--- src/hw/dpb_pkg.sv ---
// Purpose: Shared constants and types for the acquisition bus interface
// Assumes: 16-bit shared bus words, 32-bit AHB-Lite register bus
// Notes:   Register offsets are byte addresses, one aligned word each
package dpb_pkg;
  // ****************************************************************
  // Widths and sizes
  // ****************************************************************
  localparam int DW         = 16;
  localparam int ERRQ_DEPTH = 8;
  localparam int ERRQ_AW    = 3;
  localparam int SYNC_W     = 58;

  // ****************************************************************
  // Register offsets
  // ****************************************************************
  localparam logic [7:0] OFS_VECTOR = 8'h00;
  localparam logic [7:0] OFS_RDATA  = 8'h04;
  localparam logic [7:0] OFS_WDATA  = 8'h08;
  localparam logic [7:0] OFS_ERRQ   = 8'h0c;
  localparam logic [7:0] OFS_ERRL   = 8'h10;
  localparam logic [7:0] OFS_STATUS = 8'h14;

  // ****************************************************************
  // Vectors, addresses and reserved words
  // ****************************************************************
  localparam logic [7:0]  VEC_ERR_READ  = 8'h60;
  localparam logic [7:0]  VEC_SNAPSHOT_TRIGGER      = 8'h63;
  localparam logic [7:0]  VEC_ERR_CLEAR = 8'h67;
  localparam logic [15:0] ADDR_IFC      = 16'hffff;
  localparam logic [15:0] NULL_WORD     = 16'h0000;
  localparam logic [1:0]  HTRANS_NONSEQ = 2'h2;
  localparam logic [7:0]  RST_MODULE_ID = 8'h80;

  // ****************************************************************
  // State machines
  // ****************************************************************
  typedef enum logic [2:0] {
    M_IDLE, M_ADDR, M_RD_DS, M_RD_REQ, M_WR_REQ, M_WR_DS, M_DONE, M_CLEAR
  } dpb_mstate_e;

  typedef enum logic [2:0] {
    S_IDLE, S_INTR, S_ACK, S_RD_WAIT, S_RELEASE
  } dpb_sstate_e;
endpackage : dpb_pkg

--- src/hw/dpb_top.sv ---
// Purpose: Master bus interface and slave bus interface of the shared
//          acquisition bus, with the slave processor view on AHB-Lite
// Assumes: Host and shared bus pins asynchronous to CLK_SYS_I; zero wait AHB slave
// Notes:   Summary of operation follows
//
// The register offsets and the AHB-Lite register port were decided locally.
`timescale 1ns/100ps
module dpb_top #(
  parameter logic [7:0] MODULE_ID = dpb_pkg::RST_MODULE_ID
) (
  // Clock and reset
  input  wire logic                   CLK_SYS_I,
  input  wire logic                   SRST_I,
  // AHB-Lite slave
  input  wire logic                   HSEL_I,
  input  wire logic [31:0]            HADDR_I,
  input  wire logic [1:0]             HTRANS_I,
  input  wire logic                   HWRITE_I,
  input  wire logic [2:0]             HSIZE_I,
  input  wire logic [31:0]            HWDATA_I,
  input  wire logic                   HREADY_I,
  output      logic [31:0]            HRDATA_O,
  output      logic                   HREADYOUT_O,
  output      logic                   HRESP_O,
  // Host parallel interface
  input  wire logic                   HOST_TRANSACTION_FLAG_I,
  input  wire logic                   HOST_TRIGGER_FLAG_I,
  input  wire logic [dpb_pkg::DW-1:0] HOST_OUTPUT_BUFFER_I,
  input  wire logic                   HOST_OUTPUT_READY_PULSE_I,
  input  wire logic                   HOST_INPUT_TAKEN_PULSE_I,
  output      logic [dpb_pkg::DW-1:0] HOST_INPUT_LATCH_O,
  output      logic                   HOST_REQUEST_A_O,
  output      logic                   HOST_ERROR_REQUEST_O,
  // Master end of the shared bus
  input  wire logic [dpb_pkg::DW-1:0] MB_DATA_I,
  output      logic [dpb_pkg::DW-1:0] MB_DATA_O,
  output      logic                   MB_DATA_OE_O,
  output      logic                   ADDR_STROBE_O,
  output      logic                   DATA_STROBE_O,
  input  wire logic                   MB_ACK_I,
  input  wire logic                   MB_ERROR_I,
  output      logic                   SNAPSHOT_TRIGGER_O,
  output      logic                   INTERFACE_CLEAR_O,
  // Slave end of the shared bus
  input  wire logic [dpb_pkg::DW-1:0] SB_DATA_I,
  output      logic [dpb_pkg::DW-1:0] SB_DATA_O,
  output      logic                   SB_DATA_OE_O,
  input  wire logic                   SB_ADDR_STROBE_I,
  input  wire logic                   SB_DATA_STROBE_I,
  input  wire logic                   SB_TRIGGER_I,
  input  wire logic                   SB_INTERFACE_CLEAR_I,
  output      logic                   SB_ACK_O,
  output      logic                   SB_ACK_OE_O,
  output      logic                   SB_ERROR_O,
  output      logic                   SB_ERROR_OE_O,
  // Slave processor side
  output      logic                   IRQ5_N_O,
  output      logic                   SYSRESET_N_O,
  output      logic                   MODULE_SELECT_N_O
);
  import dpb_pkg::*;

  // ****************************************************************
  // Input synchronisers
  // ****************************************************************
  logic [SYNC_W-1:0] sync1_reg;
  logic [SYNC_W-1:0] sync2_reg;
  logic [SYNC_W-1:0] sync_raw;
  logic              edge_reg;

  assign sync_raw = {HOST_TRANSACTION_FLAG_I, HOST_TRIGGER_FLAG_I,
                     HOST_OUTPUT_READY_PULSE_I, HOST_INPUT_TAKEN_PULSE_I,
                     MB_ACK_I, MB_ERROR_I, SB_ADDR_STROBE_I,
                     SB_DATA_STROBE_I, SB_TRIGGER_I, SB_INTERFACE_CLEAR_I,
                     HOST_OUTPUT_BUFFER_I, MB_DATA_I, SB_DATA_I};

  always_ff @(posedge CLK_SYS_I) begin
    if (SRST_I) begin
      sync1_reg <= '0;
      sync2_reg <= '0;
      edge_reg  <= '0;
    end else begin
      sync1_reg <= sync_raw;
      sync2_reg <= sync1_reg;
      edge_reg  <= sync2_reg[55];
    end
  end

  wire          flag_s   = sync2_reg[57];
  wire          tflag_s  = sync2_reg[56];
  wire          ready_s  = sync2_reg[55];
  wire          taken_s  = sync2_reg[54];
  wire          mack_s   = sync2_reg[53];
  wire          merr_s   = sync2_reg[52];
  wire          sas_s    = sync2_reg[51];
  wire          sds_s    = sync2_reg[50];
  wire          strig_s  = sync2_reg[49];
  wire          sifc_s   = sync2_reg[48];
  wire [DW-1:0] hbuf_s   = sync2_reg[47:32];
  wire [DW-1:0] mdat_s   = sync2_reg[31:16];
  wire [DW-1:0] sdat_s   = sync2_reg[15:0];
  // Host pulses are far longer than two clocks, so act on rising edges
  wire          ready_rise = ready_s & ~edge_reg;
  // Taken pulse keeps its own delay flop, cleared with the master state
  logic         taken_prev_reg;
  wire          taken_edge = taken_s & ~taken_prev_reg;

  // ****************************************************************
  // Master bus interface
  // ****************************************************************
  dpb_mstate_e  m_state_reg, m_state_next;
  logic         as_reg, as_next, ds_reg, ds_next, host_request_a_reg, host_request_a_next;
  logic         moe_reg, moe_next, ifc_reg, ifc_next;
  logic [DW-1:0] mdata_reg, mdata_next, inlatch_reg, inlatch_next;

  always_comb begin
    m_state_next = m_state_reg;
    as_next      = as_reg;
    ds_next      = ds_reg;
    host_request_a_next    = host_request_a_reg;
    moe_next     = moe_reg;
    ifc_next     = ifc_reg;
    mdata_next   = mdata_reg;
    inlatch_next = inlatch_reg;
    case (m_state_reg)
      M_IDLE: begin
        if (flag_s && ready_rise && hbuf_s == ADDR_IFC) begin
          ifc_next     = 1'b1;
          m_state_next = M_CLEAR;
        end else if (flag_s && ready_rise) begin
          mdata_next   = hbuf_s;
          moe_next     = 1'b1;
          as_next      = 1'b1;
          m_state_next = M_ADDR;
        end
      end
      M_ADDR: begin
        if (!flag_s) begin
          // Host gave up waiting: withdraw the address
          as_next      = 1'b0;
          moe_next     = 1'b0;
          m_state_next = M_IDLE;
        end else if (mack_s && !mdata_reg[0]) begin
          as_next      = 1'b0;
          ds_next      = 1'b1;
          moe_next     = 1'b0;
          m_state_next = M_RD_DS;
        end else if (mack_s) begin
          as_next      = 1'b0;
          moe_next     = 1'b0;
          host_request_a_next    = 1'b1;
          m_state_next = M_WR_REQ;
        end
      end
      M_RD_DS: begin
        if (!mack_s) begin
          ds_next      = 1'b0;
          inlatch_next = mdat_s;
          host_request_a_next    = 1'b1;
          m_state_next = M_RD_REQ;
        end
      end
      M_RD_REQ: begin
        if (taken_edge) begin
          host_request_a_next    = 1'b0;
          m_state_next = M_DONE;
        end
      end
      M_WR_REQ: begin
        if (ready_rise) begin
          mdata_next   = hbuf_s;
          moe_next     = 1'b1;
          ds_next      = 1'b1;
          host_request_a_next    = 1'b0;
          m_state_next = M_WR_DS;
        end
      end
      M_WR_DS: begin
        if (!mack_s) begin
          ds_next      = 1'b0;
          moe_next     = 1'b0;
          m_state_next = M_DONE;
        end
      end
      M_DONE: begin
        if (!flag_s) m_state_next = M_IDLE;
      end
      M_CLEAR: begin
        if (!flag_s) begin
          ifc_next     = 1'b0;
          m_state_next = M_IDLE;
        end
      end
      default: m_state_next = M_IDLE;
    endcase
  end

  always_ff @(posedge CLK_SYS_I) begin
    if (SRST_I) begin
      m_state_reg    <= M_IDLE;
      {as_reg, ds_reg, host_request_a_reg, moe_reg, ifc_reg} <= '0;
      mdata_reg      <= '0;
      inlatch_reg    <= '0;
      taken_prev_reg <= 1'b0;
    end else begin
      m_state_reg    <= m_state_next;
      {as_reg, ds_reg, host_request_a_reg, moe_reg, ifc_reg} <=
        {as_next, ds_next, host_request_a_next, moe_next, ifc_next};
      mdata_reg      <= mdata_next;
      inlatch_reg    <= inlatch_next;
      taken_prev_reg <= taken_s;
    end
  end

  // ****************************************************************
  // Slave bus interface
  // ****************************************************************
  dpb_sstate_e   s_state_reg, s_state_next;
  logic [7:0]    vec_reg, vec_next;
  logic          rd_reg, rd_next, snapshot_trigger_reg, snapshot_trigger_next, lock_reg, lock_next;
  logic          ack_reg, ack_next, soe_reg, soe_next, sel_reg, sel_next;
  logic [DW-1:0] sdata_reg, sdata_next, wdata_reg, wdata_next;
  logic          wvalid_reg, errl_reg, strig_prev_reg;
  logic [DW-1:0] errq_mem [ERRQ_DEPTH];
  logic [ERRQ_AW-1:0] errq_wp_reg, errq_rp_reg;
  logic [ERRQ_AW:0]   errq_cnt_reg;
  logic          wr_take, err_clear, errq_pop;

  wire match      = sas_s && sdat_s[15:8] == MODULE_ID;
  wire snapshot_trigger_rise  = strig_s & ~strig_prev_reg;
  wire errq_empty = errq_cnt_reg == '0;
  wire [DW-1:0] errq_head = errq_empty ? NULL_WORD : errq_mem[errq_rp_reg];
  logic vec_ack, rdata_wr, errq_push, errl_set, wdata_rd;

  always_comb begin
    s_state_next = s_state_reg;
    vec_next     = vec_reg;
    rd_next      = rd_reg;
    snapshot_trigger_next    = snapshot_trigger_reg;
    lock_next    = lock_reg;
    ack_next     = ack_reg;
    soe_next     = soe_reg;
    sel_next     = sel_reg;
    sdata_next   = sdata_reg;
    wdata_next   = wdata_reg;
    wr_take      = 1'b0;
    err_clear    = 1'b0;
    errq_pop     = 1'b0;
    case (s_state_reg)
      S_IDLE: begin
        if (snapshot_trigger_rise && !lock_reg) begin
          vec_next     = VEC_SNAPSHOT_TRIGGER;
          snapshot_trigger_next    = 1'b1;
          lock_next    = 1'b1;
          s_state_next = S_INTR;
        end else if (match && !lock_reg) begin
          vec_next     = sdat_s[7:0];
          rd_next      = ~sdat_s[0];
          sel_next     = 1'b1;
          lock_next    = 1'b1;
          s_state_next = S_INTR;
        end
      end
      S_INTR: begin
        if (vec_ack && snapshot_trigger_reg) begin
          snapshot_trigger_next    = 1'b0;
          lock_next    = 1'b0;
          s_state_next = S_IDLE;
        end else if (vec_ack) begin
          ack_next     = 1'b1;
          s_state_next = S_ACK;
        end
      end
      S_ACK: begin
        if (sds_s && rd_reg && vec_reg == VEC_ERR_READ) begin
          sdata_next   = errq_head;
          errq_pop     = ~errq_empty;
          soe_next     = 1'b1;
          ack_next     = 1'b0;
          s_state_next = S_RELEASE;
        end else if (sds_s && rd_reg) begin
          s_state_next = S_RD_WAIT;
        end else if (sds_s) begin
          wdata_next   = sdat_s;
          wr_take      = 1'b1;
          err_clear    = vec_reg == VEC_ERR_CLEAR && sdat_s == NULL_WORD;
          ack_next     = 1'b0;
          s_state_next = S_RELEASE;
        end
      end
      S_RD_WAIT: begin
        if (rdata_wr) begin
          sdata_next   = HWDATA_I[DW-1:0];
          soe_next     = 1'b1;
          ack_next     = 1'b0;
          s_state_next = S_RELEASE;
        end
      end
      S_RELEASE: begin
        if (!sds_s) begin
          soe_next     = 1'b0;
          sel_next     = 1'b0;
          lock_next    = 1'b0;
          s_state_next = S_IDLE;
        end
      end
      default: s_state_next = S_IDLE;
    endcase
  end

  always_ff @(posedge CLK_SYS_I) begin
    if (SRST_I) begin
      s_state_reg    <= S_IDLE;
      vec_reg        <= '0;
      {rd_reg, snapshot_trigger_reg, lock_reg, ack_reg, soe_reg, sel_reg} <= '0;
      sdata_reg      <= '0;
      wdata_reg      <= '0;
      strig_prev_reg <= 1'b0;
    end else begin
      s_state_reg    <= s_state_next;
      vec_reg        <= vec_next;
      {rd_reg, snapshot_trigger_reg, lock_reg, ack_reg, soe_reg, sel_reg} <=
        {rd_next, snapshot_trigger_next, lock_next, ack_next, soe_next, sel_next};
      sdata_reg      <= sdata_next;
      wdata_reg      <= wdata_next;
      strig_prev_reg <= strig_s;
    end
  end

  // Error string queue and latch; software set wins over a bus clear
  always_ff @(posedge CLK_SYS_I) begin
    if (SRST_I) begin
      errq_wp_reg  <= '0;
      errq_rp_reg  <= '0;
      errq_cnt_reg <= '0;
      errl_reg     <= 1'b0;
      wvalid_reg   <= 1'b0;
    end else begin
      if (errq_push) errq_wp_reg <= errq_wp_reg + 1'b1;
      if (errq_pop)  errq_rp_reg <= errq_rp_reg + 1'b1;
      errq_cnt_reg <= errq_cnt_reg + {3'h0, errq_push} - {3'h0, errq_pop};
      errl_reg     <= errl_set | (errl_reg & ~err_clear);
      wvalid_reg   <= wr_take | (wvalid_reg & ~wdata_rd);
    end
  end

  always_ff @(posedge CLK_SYS_I) begin
    if (errq_push) errq_mem[errq_wp_reg] <= HWDATA_I[DW-1:0];
  end

  // ****************************************************************
  // AHB-Lite register slave
  // ****************************************************************
  logic       wpend_reg;
  logic [7:0] waddr_reg;
  logic [31:0] hrdata_reg;
  logic [31:0] rd_word;

  wire        a_valid = HSEL_I & HREADY_I & HTRANS_I[1];
  wire        a_read  = a_valid & ~HWRITE_I;
  wire [7:0]  a_ofs   = {HADDR_I[7:2], 2'h0};
  wire        errq_full = errq_cnt_reg == 4'(ERRQ_DEPTH);

  // Reading the vector is the processor's interrupt acknowledge
  assign vec_ack   = a_read && a_ofs == OFS_VECTOR &&
                     s_state_reg == S_INTR;
  assign wdata_rd  = a_read && a_ofs == OFS_WDATA;
  assign rdata_wr  = wpend_reg && waddr_reg == OFS_RDATA;
  assign errq_push = wpend_reg && waddr_reg == OFS_ERRQ && !errq_full;
  assign errl_set  = wpend_reg && waddr_reg == OFS_ERRL && HWDATA_I[0];

  always_comb begin
    case (a_ofs)
      OFS_VECTOR: rd_word = {24'h0, vec_reg};
      OFS_WDATA:  rd_word = {16'h0, wdata_reg};
      OFS_ERRL:   rd_word = {31'h0, errl_reg};
      OFS_STATUS: rd_word = {16'h0, 2'h0, wvalid_reg, lock_reg,
                             errq_cnt_reg, 2'h0, s_state_reg,
                             m_state_reg};
      default:    rd_word = 32'h0;
    endcase
  end

  always_ff @(posedge CLK_SYS_I) begin
    if (SRST_I) begin
      wpend_reg  <= 1'b0;
      waddr_reg  <= '0;
      hrdata_reg <= '0;
    end else begin
      wpend_reg  <= a_valid & HWRITE_I;
      waddr_reg  <= a_ofs;
      if (a_read) hrdata_reg <= rd_word;
    end
  end

  // ****************************************************************
  // Outputs
  // ****************************************************************
  assign HRDATA_O             = hrdata_reg;
  assign HREADYOUT_O          = 1'b1;
  assign HRESP_O              = 1'b0;
  assign HOST_INPUT_LATCH_O   = inlatch_reg;
  assign HOST_REQUEST_A_O     = host_request_a_reg;
  assign HOST_ERROR_REQUEST_O = merr_s;
  assign MB_DATA_O            = mdata_reg;
  assign MB_DATA_OE_O         = moe_reg;
  assign ADDR_STROBE_O        = as_reg;
  assign DATA_STROBE_O        = ds_reg;
  assign SNAPSHOT_TRIGGER_O   = tflag_s;
  assign INTERFACE_CLEAR_O    = ifc_reg;
  assign SB_DATA_O            = sdata_reg;
  assign SB_DATA_OE_O         = soe_reg;
  assign SB_ACK_O             = ack_reg;
  assign SB_ACK_OE_O          = ack_reg;
  assign SB_ERROR_O           = errl_reg;
  assign SB_ERROR_OE_O        = errl_reg;
  assign IRQ5_N_O             = ~(s_state_reg == S_INTR);
  assign SYSRESET_N_O         = ~sifc_s;
  assign MODULE_SELECT_N_O    = ~sel_reg;
endmodule // dpb_top

--- config.mk ---
export PLATFORM = sky130hd
export DESIGN_NAME = dpb_top
export DESIGN_NICKNAME = d
export VERILOG_FILES = /design/src/hw/dpb_pkg.sv /design/src/hw/dpb_top.sv
export SDC_FILE = /design/constraint.sdc
export NUM_CORES = 1
export LEC_CHECK = 0
export BUFFER_PORTS_ARGS = -buffer_cell sky130_fd_sc_hd__buf_2
export CORE_ASPECT_RATIO = 1.75
export CORE_MARGIN = 2
export CORE_UTILIZATION = 60
export CTS_BUF_LIST = sky130_fd_sc_hd__clkbuf_8
export CTS_CLUSTER_DIAMETER = 150
export DETAILED_ROUTE_END_ITERATION = 16
export GPL_TIMING_DRIVEN = 0
export PLACE_DENSITY = 0.84
export SYNTH_ARGS = -nofsm -noshare
export SYNTH_HDL_FRONTEND = slang
export SYNTH_SLANG_ARGS = --single-unit
export TNS_END_PERCENT = 50
--- constraint.sdc ---
create_clock -name CLK_SYS_I -period 5.69 [get_ports CLK_SYS_I]
set_input_delay 0.2845 -clock CLK_SYS_I [delete_from_list [all_inputs] [get_ports CLK_SYS_I]]
set_output_delay 0.2845 -clock CLK_SYS_I [all_outputs]
set_load 0.03 [all_outputs]
==> results.yml <==
place:
  dp_slack_ns: 2.82
  placement.io_buffers: 163
  place_hpwl_um: 21900
  gp_congestion: 0.892
synth:
  ys_top_cells_by_count: "246 x dfxtp_1, 133 x nor2b_1, 128 x edfxtp_1"
  syn_area_um2: 13800
  syn-instance-count: 1108
  synth.yosys.seq_area_share_pct: 63.5
  synth-edff-count: 128
  synth-main-ff-cell: "dfxtp_1"
  ys_seq_elements: 374
  synth_area_leaders: "dfxtp_1 36%, edfxtp_1 28%, nor2b_1 6.0%"
  synth_area_per_cell_um2: 12.5
  yosysMostFrequentCell: "dfxtp_1"
  ys_async_sr_fraction_pct: 0
  yosysWarnings: 0
  synth_area_leader_cell: "dfxtp_1"
  synth_cell_type_count: 80
  yosys.area.top_type_share_pct: 35.7
layout:
  area_growth_pct: 22.0
  final_nets: 1553
  largest_reg_flops: 128
  final_util_pct: 74.4
  drive_above_1_share_pct: 23.4
hold_path:
  hold_class: "input pin to flip-flop"
  hold_depth: 1
global_route:
  grt_max_degree: 14
  grt-ovfl-total: 0
  antenna_found_initial: 1
  grt_use_total_pct: 26.6
  grt_pass1_vias: 9735
  grt_pass1_wl_um: 50100
timing:
  tightest_slew_ns: 0.955
  finalHoldViolations: 0
  drv_slew: 0
  min_period_ns: 2.87
  fin_crit_sh_pct: 50.4
  slew_headroom_pct: 36.0
  maxClockFrequency_ghz: 0.348
  final-setup-viol-count: 0
  fin_ws_ns: 2.82
  rsz0062_at_grt: "false"
  setup_tns_ns: 0
  clock_skew_ns: 0.0193
worst_setup_path:
  end_kind: "flip-flop"
  critPathRequiredTime_ns: 5.95
  critPathMaxFanout: 9
  r2r.worst_path.cells: 5
  cp.arrival_ns: 3.13
  criticalPathCategory: "flip-flop to flip-flop"
  cp-start-kind: "flip-flop"
cts:
  cts_max_path_buffers: 3
  worst_skew_pair.late_latency_ns: 0.57
  cts_max_level: 2
  root_buffer: "clkbuf_8"
  cts_sinks: 374
  numCtsBuffers: 49
  cts_tree: "done"
  clk_pin_slew_ns: 0.07
  cts_setup_buffers: 0
pwr:
  p_leak_nw: 6.43
  combPwrFrac_pct: 6.0
  p_int_mw: 3.91
  swShare_pct: 22.4
  peakVddDrop_mv: 0.231
  clockPowerShare_pct: 37.7
  p_sw_mw: 1.13
  p_per_area_nw_per_um2: 299
  power_frac_seq_pct: 56.3
die:
  die_area_um2: 24300
  die_w_um: 119
  pin_count: 229
  fp.coreArea_um2: 22700
  fp.dieH_um: 205
  start_util_pct: 61.0
  fp-row-count: 73
drt:
  ant_nets: 0
  vias: 9625
  drt_wl_total_um: 32600
  first_pass_iters: 8
  wire_per_inst_um: 18.6
  drc: 0
  viasPerCell: 5.49
  drtIter0Drc: 827
status:
  outcome: "complete, no violations"
flow_run:
  cap_violations: 0
## logic make-up after synthesis
| logic type | count (synthesis) | share of synthesized area, % |
|---|---|---|
| AO/OA/AOI/OAI | 154 | 7.60 |
| XOR/XNOR | 5 | 0.317 |
| adder cells (fa/ha/maj) | 8 | 0.779 |
| buffers and inverters | 101 | 3.94 |
| flip-flops | 374 | 63.5 |
| multiplexers | 88 | 9.29 |
| other | 2 | 0.0544 |
| AND/OR/NAND/NOR | 376 | 14.5 |
## cell type report
| type | instances | area (um^2) |
|---|---|---|
| clock inverter | 31 | 153 |
| sequential | 374 | 8770 |
| tap | 300 | 375 |
| inverter | 16 | 60.1 |
| clock buffer | 58 | 798 |
| timing repair buffer | 238 | 1620 |
| antenna | 1 | 2.50 |
| buffer | 85 | 484 |
| fill | 1521 | 5810 |
| multi-input combinational | 649 | 4580 |
## power by group through the flow
stage                     Sequential (mW)  Clock, mW  Combinational (mW)
after global placement               2.89          0               0.254
after global routing                 2.84       2.03               0.327
after detailed placement             2.89          0               0.259
after floorplan                      2.89          0               0.167
final                                2.84       1.90               0.303
after CTS                            2.84       1.92               0.296
## worst paths after layout
kind	from	end	slack (ns)
worst max-delay path	waddr_reg[5]	errq_mem[0][1]	2.82
worst min-delay path	HWDATA_I[6]	errq_mem[5][6]	0.02
worst max register to register	waddr_reg[5]	errq_mem[0][1]	2.82
worst min register to register	sync2_reg[27]	HOST_INPUT_LATCH_O[11]	0.43
## stage by stage
step | power (mW) | area (um^2) | std cells | hold WS (ns)
after floorplan | 3.06 | 13900 | 1124 | 0.383
after global placement | 3.15 | 15100 | 1587 | 0.416
after detailed placement | 3.15 | 15200 | 1595 | 0.420
after CTS | 5.05 | 16800 | 1751 | 0.0000372
after global routing | 5.20 | 16800 | 1752 | 0.0114
final | 5.04 | 16800 | 1752 | 0.0231
## what timing repair did
action / CTS / global route
hold endpoints to repair: 83 / 0
gates resized for setup: 0 / 0
setup endpoints to repair: 0 / 0
hold buffers: 67 / 0
## cells in the final DEF, fill, tap and decap left out, types with 5 or more instances in the layout
cell type and n:
nand2_1 60, a222oi_1 5, nor2_1 102, dlygate4sd3_1 67, buf_2 175, mux2i_1 55
clkbuf_1 37, clkinv_2 5, mux4_2 32, nand4_1 6, o21ai_0 17, a22oi_1 12
nor2_2 6, buf_1 5, dfxtp_1 246, nor2b_1 133, clkbuf_8 60, a21oi_1 63
buf_4 25, a2bb2oi_1 13, ha_1 7, nor4_1 5, nand2b_1 9, inv_1 38
nand3_1 10, a211oi_1 7, conb_1 18, nor3_1 11, edfxtp_1 128
## layer usage
layer	wire length, um	part of all wire [%]	global-route usage [%]
met5	0	0	0
met4	1590	4.9	13.6
met3	1560	4.8	3.87
met2	18100	56	52.1
met1	11300	35	26.8
## worst max-delay path, stage by stage, from the launching register on
cell and delay [ns]:
dfxtp_1 0.30, or4b_4 0.59, a211oi_4 0.39, nand2b_1 0.26, nor3_2 0.78, buf_6 0.26
No activity file was read; power rests on OpenSTA's default activity.
